`config.mk`:
```
export PLATFORM = sky130hd
export DESIGN_NAME = peripheral_irq_enable_gate
export DESIGN_NICKNAME = d
export VERILOG_FILES = /design/src/logic/peripheral_irq_enable_gate.v /design/src/logic/src_gate.v
export VERILOG_INCLUDE_DIRS = /design/src /design/src/logic
export SDC_FILE = /design/constraint.sdc
export NUM_CORES = 1
export LEC_CHECK = 0
export BUFFER_PORTS_ARGS = -buffer_cell sky130_fd_sc_hd__buf_2
export CAP_MARGIN = 20
export CORE_MARGIN = 2
export CORE_UTILIZATION = 45
export CTS_BUF_LIST = sky130_fd_sc_hd__clkbuf_2 sky130_fd_sc_hd__clkbuf_4 sky130_fd_sc_hd__clkbuf_8
export CTS_CLUSTER_DIAMETER = 50
export DETAILED_ROUTE_END_ITERATION = 7
export PLACE_DENSITY = 0.77
export SYNTH_ARGS = -nofsm -noshare
export SYNTH_HDL_FRONTEND = slang
export SYNTH_SLANG_ARGS = --single-unit
```
`constraint.sdc`:
```
create_clock -name clk -period 1 [get_ports clk]
set_input_delay 0.1 -clock clk [delete_from_list [all_inputs] [get_ports clk]]
set_output_delay 0.1 -clock clk [all_outputs]
set_load 0.02 [all_outputs]
```
`src/logic/irq_gate_defs.vh`:
```
/*
  Constants for the peripheral interrupt enable gate: register offsets,
  bit positions and reset values. Assumes inclusion by bare name.
*/
`ifndef IRQ_GATE_DEFS_VH
`define IRQ_GATE_DEFS_VH

`define ADDR_W                 4
`define DATA_W                 8
`define OFF_PERIPH_EN          4'h0
`define OFF_INTR_CTRL          4'h1
`define OFF_FLAGS              4'h2
`define OFF_IRQ_STATUS         4'h3
`define OFF_IRQ_CLEAR          4'h4
`define OFF_IRQ_ENABLE         4'h5
`define BIT_TIMER_ONE_OVF      0
`define BIT_TIMER_TWO_MATCH    1
`define BIT_CAPCOMP_ONE        2
`define BIT_PERIPH_MASTER      6
`define NUM_SRC                3
`define RST_PERIPH_EN          3'h0
`define RST_MASTER_EN          1'h0
`define RST_STATUS             3'h0
`define RST_IRQ_ENABLE         3'h0
`define READ_UNMAPPED          8'h00

`endif

```
`src/logic/peripheral_irq_enable_gate.v`:
```
/*
  Peripheral interrupt enable gate with its software registers, a
  combinational request to the core, and a sticky event status block.
  Assumes peripheral flags come from logic on clk; the core samples
  core_irq_req on clk.
*/
// Chosen here: the placing of the registers and the plain strobed port.
// Overview of operation
// Capture/compare unit one request passes only while enable bit 2 is one.
// Timer two period match request passes only while enable bit 1 is one.
// Timer one overflow request passes only while enable bit 0 is one.
// No peripheral request passes while the common peripheral enable is clear.
// Enable bits mask the request path only; flags are never changed.
`timescale 1ns/100ps
`include "irq_gate_defs.vh"
module peripheral_irq_enable_gate (
  input  wire                 clk,
  input  wire                 srst,
  input  wire [`ADDR_W-1:0]   addr,
  input  wire [`DATA_W-1:0]   wdata,
  input  wire                 wr_stb,
  input  wire                 rd_stb,
  output reg  [`DATA_W-1:0]   rdata,
  input  wire                 capcomp_one_flag,
  input  wire                 timer_two_match_flag,
  input  wire                 timer_one_overflow_flag,
  output wire                 core_irq_req,
  output wire [`NUM_SRC-1:0]  src_req,
  output wire                 irq
);

  reg  [`NUM_SRC-1:0] periph_en_reg;
  reg                 master_en_reg;
  reg  [`NUM_SRC-1:0] status_reg;
  reg  [`NUM_SRC-1:0] status_next;
  reg  [`NUM_SRC-1:0] irq_enable_reg;
  reg  [`NUM_SRC-1:0] flag_d_reg;
  reg  [`DATA_W-1:0]  rdata_next;
  wire [`NUM_SRC-1:0] flags;
  wire [`NUM_SRC-1:0] rise;
  wire                capcomp_one_irq_en;
  wire                timer_two_match_irq_en;
  wire                timer_one_overflow_irq_en;
  wire                peripheral_irq_master_en;

  assign flags = {capcomp_one_flag, timer_two_match_flag, timer_one_overflow_flag};
  assign capcomp_one_irq_en        = periph_en_reg[`BIT_CAPCOMP_ONE];
  assign timer_two_match_irq_en    = periph_en_reg[`BIT_TIMER_TWO_MATCH];
  assign timer_one_overflow_irq_en = periph_en_reg[`BIT_TIMER_ONE_OVF];
  assign peripheral_irq_master_en  = master_en_reg;

  src_gate u_gate_capcomp (
    .flag      (capcomp_one_flag),
    .src_en    (capcomp_one_irq_en),
    .master_en (peripheral_irq_master_en),
    .req       (src_req[`BIT_CAPCOMP_ONE])
  );

  src_gate u_gate_tmr2 (
    .flag      (timer_two_match_flag),
    .src_en    (timer_two_match_irq_en),
    .master_en (peripheral_irq_master_en),
    .req       (src_req[`BIT_TIMER_TWO_MATCH])
  );

  src_gate u_gate_tmr1 (
    .flag      (timer_one_overflow_flag),
    .src_en    (timer_one_overflow_irq_en),
    .master_en (peripheral_irq_master_en),
    .req       (src_req[`BIT_TIMER_ONE_OVF])
  );

  // Level request to the core; combinational so masking acts at once
  assign core_irq_req = |src_req;

  // Software registers; flags are inputs and have no write path
  always @(posedge clk) begin
    if (srst) begin
      periph_en_reg  <= `RST_PERIPH_EN;
      master_en_reg  <= `RST_MASTER_EN;
      irq_enable_reg <= `RST_IRQ_ENABLE;
    end else if (wr_stb) begin
      case (addr)
        `OFF_PERIPH_EN:  periph_en_reg  <= wdata[`NUM_SRC-1:0];
        `OFF_INTR_CTRL:  master_en_reg  <= wdata[`BIT_PERIPH_MASTER];
        `OFF_IRQ_ENABLE: irq_enable_reg <= wdata[`NUM_SRC-1:0];
        default: begin
        end
      endcase
    end
  end

  // Sticky status: rising edge of a forwarded request; set wins over clear
  assign rise = src_req & ~flag_d_reg;

  always @* begin
    status_next = status_reg;
    if (wr_stb && (addr == `OFF_IRQ_CLEAR)) begin
      status_next = status_next & ~wdata[`NUM_SRC-1:0];
    end
    status_next = status_next | rise;
  end

  always @(posedge clk) begin
    if (srst) begin
      status_reg <= `RST_STATUS;
      flag_d_reg <= `RST_STATUS;
    end else begin
      status_reg <= status_next;
      flag_d_reg <= src_req;
    end
  end

  assign irq = |(status_reg & irq_enable_reg);

  always @* begin
    rdata_next = `READ_UNMAPPED;
    case (addr)
      `OFF_PERIPH_EN:  rdata_next[`NUM_SRC-1:0] = periph_en_reg;
      `OFF_INTR_CTRL:  rdata_next[`BIT_PERIPH_MASTER] = master_en_reg;
      `OFF_FLAGS:      rdata_next[`NUM_SRC-1:0] = flags;
      `OFF_IRQ_STATUS: rdata_next[`NUM_SRC-1:0] = status_reg;
      `OFF_IRQ_ENABLE: rdata_next[`NUM_SRC-1:0] = irq_enable_reg;
      default:         rdata_next = `READ_UNMAPPED;
    endcase
  end

  // Read data held only in the cycle after the strobe, zero otherwise
  always @(posedge clk) begin
    if (srst) begin
      rdata <= `READ_UNMAPPED;
    end else if (rd_stb) begin
      rdata <= rdata_next;
    end else begin
      rdata <= `READ_UNMAPPED;
    end
  end

endmodule // peripheral_irq_enable_gate

```
`src/logic/src_gate.v`:
```
/*
  One source path: forwards a peripheral flag when its own enable and the
  common peripheral enable are both set. Assumes same-clock inputs.
*/
`timescale 1ns/100ps
module src_gate (
  input  wire flag,
  input  wire src_en,
  input  wire master_en,
  output wire req
);

  // Pure masking: the flag itself is never touched here
  assign req = flag & src_en & master_en;

endmodule // src_gate

```
Word-level counts from Yosys, hierarchy flattened --
Index checks and enable logic that the tools add are counted.
Word-level totals: input bits 19, bits in read-only memories 0, register bits after elaboration 21, memory bits (writable) 0, memories kept 0, bits in latches 0, output and inout bits 13, word-level logic and storage cells 38
Cells by class: reduce and logical (&&, ||, !) cells 9, $mul 0, equal/unequal tests 5, shift operators 0, muxes and demuxes 2, div/mod/pow operators 0, add/sub/neg operators 0, bitwise operators 14, magnitude comparators 0
Operators by type and width (count):
- one-hot mux 3 bit (4 select lines) | 1
- bitwise AND 3 bit | 3
- OR reduction 3 bit | 3
- equality test 4 x 2 -> 1 bit (second input constant) | 2
- equality test 4 x 3 -> 1 bit (second input constant) | 2
- bitwise AND 1 bit | 6
- NOT 3 bit | 2
- AND reduction 2 bit | 3
- equality test 4 x 1 -> 1 bit (second input constant) | 1
- logical NOT 4 bit | 1
- two-way mux 3 bit | 1
- bitwise OR 3 bit | 1
- NOT 1 bit | 2
- OR reduction 2 bit | 1
- logical AND 1 bit | 1

Depth between registers and ports, before layout --
Gate-level depths: netlist (run 1).
depth after elaboration 4, mapped depth 4, depth with buffers taken out 3

By module --
A second synthesis (run 1) with hierarchy kept.
Unflattened totals: cell total of the unflattened synthesis 97, area, all modules 869.6 sq um
By module, submodules not included:
- peripheral_irq_enable_gate | area each 850.8 sq um, cells an instance 94, instances 1
- src_gate | area each 6.3 sq um, cells an instance 1, instances 3

Least setup slack after synthesis (run 1) --
Ideal clock, no wire load.
kind input-to-reg, start point in addr[2], end point reg periph_en_reg[1], path slack 0.027 ns, data arrival time 0.903 ns, stages 3, cell sequence or3b_4 > or3_1 > a21oi_1
On the way: longest elaborated chain between the ends 2
Ends and longest elaborated chain:
- from (decl) | line peripheral_irq_enable_gate.v:19 | input wire [`ADDR_W-1:0] addr,
- logical NOT 4 bit | line peripheral_irq_enable_gate.v:83 | case (addr)
- AND reduction 2 bit (no line)
- to (signal assigned) | line peripheral_irq_enable_gate.v:79 | periph_en_reg <= `RST_PERIPH_EN;
- to (signal assigned) | line peripheral_irq_enable_gate.v:84 | `OFF_PERIPH_EN: periph_en_reg <= wdata[`NUM_SRC-1:0];
- to (decl) | line peripheral_irq_enable_gate.v:32 | reg [`NUM_SRC-1:0] periph_en_reg;
Every way passes these cells. A chain may end at the register's enable or synchronous reset.

Worst setup path after layout (run 1) --
start point reg status_reg[1], end point out irq
On the way: longest elaborated chain between the ends 2
Ends and longest elaborated chain:
- from (decl) | line peripheral_irq_enable_gate.v:34 | reg [`NUM_SRC-1:0] status_reg;
- from (signal assigned) | line peripheral_irq_enable_gate.v:106 | status_reg <= `RST_STATUS;
- from (signal assigned) | line peripheral_irq_enable_gate.v:109 | status_reg <= status_next;
- bitwise AND 3 bit | line peripheral_irq_enable_gate.v:114 | assign irq = |(status_reg & irq_enable_reg);
- OR reduction 3 bit | line peripheral_irq_enable_gate.v:114
- to (decl) | line peripheral_irq_enable_gate.v:29 | output wire irq
Every way passes these cells.

==> run_results.csv, run 1 <==
group,metric,value,unit
run_status,outcome,"finished, violations left",
run_status,violations,"setup timing",
placed_design,hpwl,1.81,mm
clock_network,htree_levels,1,
yosys,yosysWarningCount,0,
power_and_ir_drop,p_total,1280,uW
hold_path,hold_path_class,"primary input to flop",
power_and_ir_drop,power-per-cell-area,994,mW/mm2
finish,drive_gt1_frac,0.542,
clock_network,cts_tree,"yes",
global_routing,track_usage,0.267,
global_routing,grt_pass1_wl,4.06,mm
yosys,ys_seq_area_frac,0.387,
yosys,synthArstFlopShare,0,
finish,insertedDiodeCount,0,
global_routing,grt_max_degree,14,
yosys,ys_ff_latch,17,
critical_path,start_kind,"flop",
finish,top_register,"rdata",
yosys,synth_area,878,um2
sta,finalSetupViolCount,9,
critical_path,crit_type,"flop to primary output",
sta,period_share,1.39,
yosys,avgSynthCellArea,8.45,um2
detailed_routing,wire_per_inst,16.7,um
sta,timing.final.hold_violations,0,
finish,layout_commonest_cell,"buf_2",
finish,fin_nets,164,
sta,fin_ws,-0.393,ns
placed_design,place_congestion,0.844,
global_routing,antenna_found_initial,0,
detailed_routing,drt_iter0_markers,43,
power_and_ir_drop,peakVddDrop,0.843,mV
sta,rsz0062_at_grt,"true",
floorplan,dieHeight,48.2,um
yosys,synth_edf_count,0,
sta,fmax,718,MHz
critical_path,worstPathRequired,0.90,ns
clock_network,clock_sinks,17,
clock_network,root_buffer,"clkbuf_4",
floorplan,core,0.00178,mm2
yosys,synthCells,104,
finish,largest_reg_flops,4,
detailed_routing,vias,943,
finish,area_growth,47.0,%
sta,clock-skew-final,0.00185,ns
critical_path,endpoint_kind,"primary output",
global_routing,grt_pass1_vias,878,
run,cap_violations,0,
floorplan,rows,15,
detailed_routing,ant_nets,0,
detailed_routing,drc,0,
clock_network,clock_latency,0.29,ns
clock_network,cts_buffers,3,
placed_design,io_buffers,23,
detailed_routing,firstDrtPassIters,4,
clock_network,clkTransAtPathRegs,0.10,ns
clock_network,clockBufferDepth,2,
sta,fin_crit,1.39,ns
floorplan,pin_count,32,
critical_path,cp.arrival,1.29,ns
detailed_routing,routed_wl,2.82,mm
global_routing,grt_overflow,0,
power_and_ir_drop,p_leak,0.000565,uW
floorplan,dieArea,0.00232,mm2
detailed_routing,viasPerCell,5.58,
finish,layout_common_cells,"19 x buf_2, 15 x buf_4, 12 x dfxtp_1",
sta,finalMaxSlewViolations,0,
yosys,synth_cell_types,31,
placed_design,pre_cts_ws,-0.222,ns
floorplan,fp.dieW,48.2,um
critical_path,rrSetupSlack,-0.10,ns
yosys,ys.flop_type,"dfxtp_1",
critical_path,critPathMaxFanout,2,
floorplan,floorplan.initialDensity,0.493,
logic make-up after synthesis:
| logic type | share of synthesized area |
|---|---|
| flip-flops | 0.387 |
| AO/OA/AOI/OAI | 0.185 |
| multiplexers | 0.0385 |
| XOR/XNOR | 0.00997 |
| other | 0.00427 |
| buffers and inverters | 0.125 |
| AND/OR/NAND/NOR | 0.249 |
final cells by class:
cell class              instances  area [um2]
clock buffers                   4        30.0
fillers                       127         492
inverters                       7        26.3
multi-input cells              72         534
flip-flops and latches         17         349
well taps                      25        31.3
repair buffers                 44         320
Yosys cell counts (2+ instances only):
cell type	instances	area share
or2_2	3	0.021
nor3b_1	3	0.026
a2111oi_1	3	0.034
and3_1	3	0.021
a21oi_1	10	0.057
o21ai_0	10	0.057
nand3_1	10	0.057
nand2b_1	2	0.014
or3_1	3	0.021
dfxtp_1	17	0.39
buf_4	8	0.068
o31ai_1	3	0.026
inv_1	7	0.030
mux2_1	2	0.026
nor2_1	4	0.017
where the power goes:
| part | switching [uW] | internal [uW] | total [uW] |
|---|---|---|---|
| clock network | 224 | 182 | 406 |
| registers | 3.82 | 678 | 682 |
| logic | 121 | 75.0 | 196 |
critical path: stages (launching register included):
cell	delay [ns]
dfxtp_2	0.35
buf_4	0.14
a222oi_1	0.29
inv_1	0.07
buf_2	0.16
through the flow:
step           TNS [ns]  hold slack, ns  cells  utilization  area [um2]
6_report          -1.43          0.0589    169        0.724        1290
3_3_place_gp     -0.783           0.369    162        0.610        1090
5_1_grt           -1.82          0.0639    169        0.724        1290
3_5_place_dp      -1.27           0.374    162        0.610        1090
2_1_floorplan         0           0.169    107            -         890
4_1_cts           -1.47          0.0538    169        0.702        1250
layer usage:
metal,track usage,part of all wire,vias to the layer above
li1,-,-,439
met1,0.319,0.39,445
met2,0.447,0.52,48
met3,0.0259,0.059,11
met4,0.178,0.033,0
met5,0,0,-
timing repair:
| item | 4_1_cts | 5_1_grt |
|---|---|---|
| setup buffers | 3 | 0 |
| hold buffers | 0 | 0 |
| pin swaps | 1 | 1 |
| resized for setup | 35 | 11 |
| endpoints found under the setup margin | 11 | 12 |
final timing paths:
check                 from                end  cells after the start
min reg2reg  flag_d_reg[1]      status_reg[1]                      2
min               wdata[0]  irq_enable_reg[0]                      3
max reg2reg  status_reg[0]           rdata[0]                      3
max          status_reg[1]                irq                      4
No activity file was read; power rests on OpenSTA's default activity.
==> inputs of run 2 (changes only) <==
--- a/config.mk
+++ b/config.mk
@@ -14,6 +14,7 @@
 export CTS_CLUSTER_DIAMETER = 50
 export DETAILED_ROUTE_END_ITERATION = 7
 export PLACE_DENSITY = 0.77
+export RECOVER_POWER = 50
 export SYNTH_ARGS = -nofsm -noshare
 export SYNTH_HDL_FRONTEND = slang
 export SYNTH_SLANG_ARGS = --single-unit
==> run 2 against run 1 <==
Against the previous run: the flow still finishes with violations (setup timing); sequential share of layout area down 0.21 points; cell count did not move; clock power about the same; fmax hardly changed; cell area decreased by 0.29%; hold slack is the same; clock-buffer cell count is the same; critical path type unchanged.
==> run_results.csv, run 2 (synthesis gave the netlist of run 1 again) <==
group,metric,value,unit
detailed_routing,firstDrtPassIters,4,
clock_network,postCtsHoldBufs,0,
global_routing,track_usage,0.267,
power_and_ir_drop,p_seq_frac,0.531,
power_and_ir_drop,p_int,935,uW
critical_path,start_kind,"flop",
finish,top_register,"rdata",
finish,insertedDiodeCount,0,
sta,timing.final.hold_violations,0,
critical_path,critPathMaxFanout,2,
finish,fin_nets,164,
power_and_ir_drop,p_total,1280,uW
detailed_routing,wire_per_inst,16.6,um
hold_path,hold_path_class,"primary input to flop",
sta,finalMaxSlewViolations,0,
power_and_ir_drop,power_frac_comb,0.153,
critical_path,crit_chain,"buf_4 > a222oi_1 > inv_1 > buf_2",
critical_path,ff2ff_path_depth,4,
global_routing,grt_pass1_vias,878,
floorplan,pin_count,32,
sta,fin_ws,-0.392,ns
finish,layout_common_cells,"18 x buf_2, 15 x dfxtp_1, 15 x buf_4",
critical_path,slowest_delay,0.35,ns
power_and_ir_drop,power.switching,348,uW
clock_network,clockBufferDepth,2,
critical_path,cp_top_family,"buffers and inverters",
clock_network,root_buffer,"clkbuf_4",
placed_design,hpwl,1.81,mm
floorplan,dieHeight,48.2,um
sta,fin_crit,1.39,ns
power_and_ir_drop,p_leak,0.000563,uW
sta,finalSetupViolCount,9,
clock_network,cts_tree,"yes",
floorplan,floorplan.initialDensity,0.493,
critical_path,endpoint_kind,"primary output",
run_status,outcome,"finished, violations left",
run_status,violations,"setup timing",
critical_path,worstPathRequired,0.90,ns
clock_network,clock_sinks,17,
critical_path,cp.arrival,1.29,ns
clock_network,clock_latency,0.29,ns
critical_path,crit_type,"flop to primary output",
global_routing,antenna_found_initial,0,
finish,largest_reg_flops,4,
detailed_routing,routed_wl,2.81,mm
global_routing,grt_max_degree,14,
run,cap_violations,0,
floorplan,rows,15,
sta,fmax,718,MHz
clock_network,clkTransAtPathRegs,0.10,ns
detailed_routing,drc,0,
power_and_ir_drop,clock_power_share,0.316,
global_routing,grt_pass1_wl,4.06,mm
floorplan,fp.dieW,48.2,um
critical_path,crit_cells,4,
power_and_ir_drop,swShare,0.271,
sta,rsz0062_at_grt,"true",
hold_path,min_path_cells,3,
floorplan,dieArea,0.00232,mm2
finish,drive_gt1_frac,0.521,
sta,period_share,1.39,
finish,layout_commonest_cell,"buf_2",
detailed_routing,ant_nets,0,
sta,clock-skew-final,0.00200,ns
placed_design,place_congestion,0.844,
finish,finalNonFillerCells,169,
power_and_ir_drop,peakVddDrop,0.843,mV
clock_network,htree_levels,1,
placed_design,io_buffers,23,
global_routing,grt_overflow,0,
detailed_routing,drt_iter0_markers,43,
power_and_ir_drop,power-per-cell-area,997,mW/mm2
clock_network,cts_buffers,3,
detailed_routing,viasPerCell,5.57,
floorplan,core,0.00178,mm2
finish,area_growth,46.6,%
placed_design,place_inst,162,
critical_path,slowest_stage,"dfxtp_2",
critical_path,cp.buffers_inverters,3,
detailed_routing,vias,942,
==> run 2: cell count changes in the layout (fill, tap and decap cells not counted) <==
cell	change
buf_2	-1
clkbuf_2	+1
dfxtp_1	+3
dfxtp_2	-3
==> run 2: timing repair <==
action	CTS	global route
resized for setup	35	11
endpoints found under the setup margin	11	12
pin swaps	1	1
buffers inserted	3	0
==> run 2: worst paths after layout <==
path,startpoint,to,slack [ns]
min,wdata[0],irq_enable_reg[0],0.06
min reg2reg,flag_d_reg[1],status_reg[1],0.49
max reg2reg,periph_en_reg[1],rdata[1],-0.11
max,status_reg[1],irq,-0.39
==> run 2: per-layer routing <==
layer / track usage / part of all wire
met2: 0.447 / 0.52
met1: 0.319 / 0.39
met3: 0.0259 / 0.061
met4: 0.178 / 0.033
met5: 0 / 0
==> run 2: cell type report <==
class / count / area [um2]
fill: 130 / 495
timing repair buffer: 44 / 320
tap: 25 / 31.3
multi-input combinational: 72 / 534
inverter: 7 / 26.3
sequential: 17 / 345
clock buffer: 4 / 30.0
==> run 2: per-stage QoR <==
step / setup slack [ns] / util / hold WS [ns] / setup TNS, ns / instance area, um2
finish: -0.392 / 0.722 / 0.0589 / -1.62 / 1290
global route: -0.473 / 0.722 / 0.0639 / -2.08 / 1290
CTS: -0.381 / 0.702 / 0.0538 / -1.47 / 1250
detailed placement: -0.222 / 0.610 / 0.374 / -1.27 / 1090
global placement: -0.130 / 0.610 / 0.369 / -0.783 / 1090
floorplan: 0.0267 / - / 0.169 / 0 / 890
==> run 2: tightest hold or removal path, delay by kind of cell <==
family,cells,cell delay (ns)
buffers and inverters,1,0.10
and+or+nand+nor,1,0.06
AOI/OAI and AO/OA,1,0.05
==> run 2: power by group through the flow <==
stage               sequential, uW  clock, uW  combinational (uW)
floorplan                      698          0                97.0
global placement               698          0                 159
detailed placement             699          0                 167
CTS                            682        417                 179
global route                   683        441                 208
finish                         682        405                 196
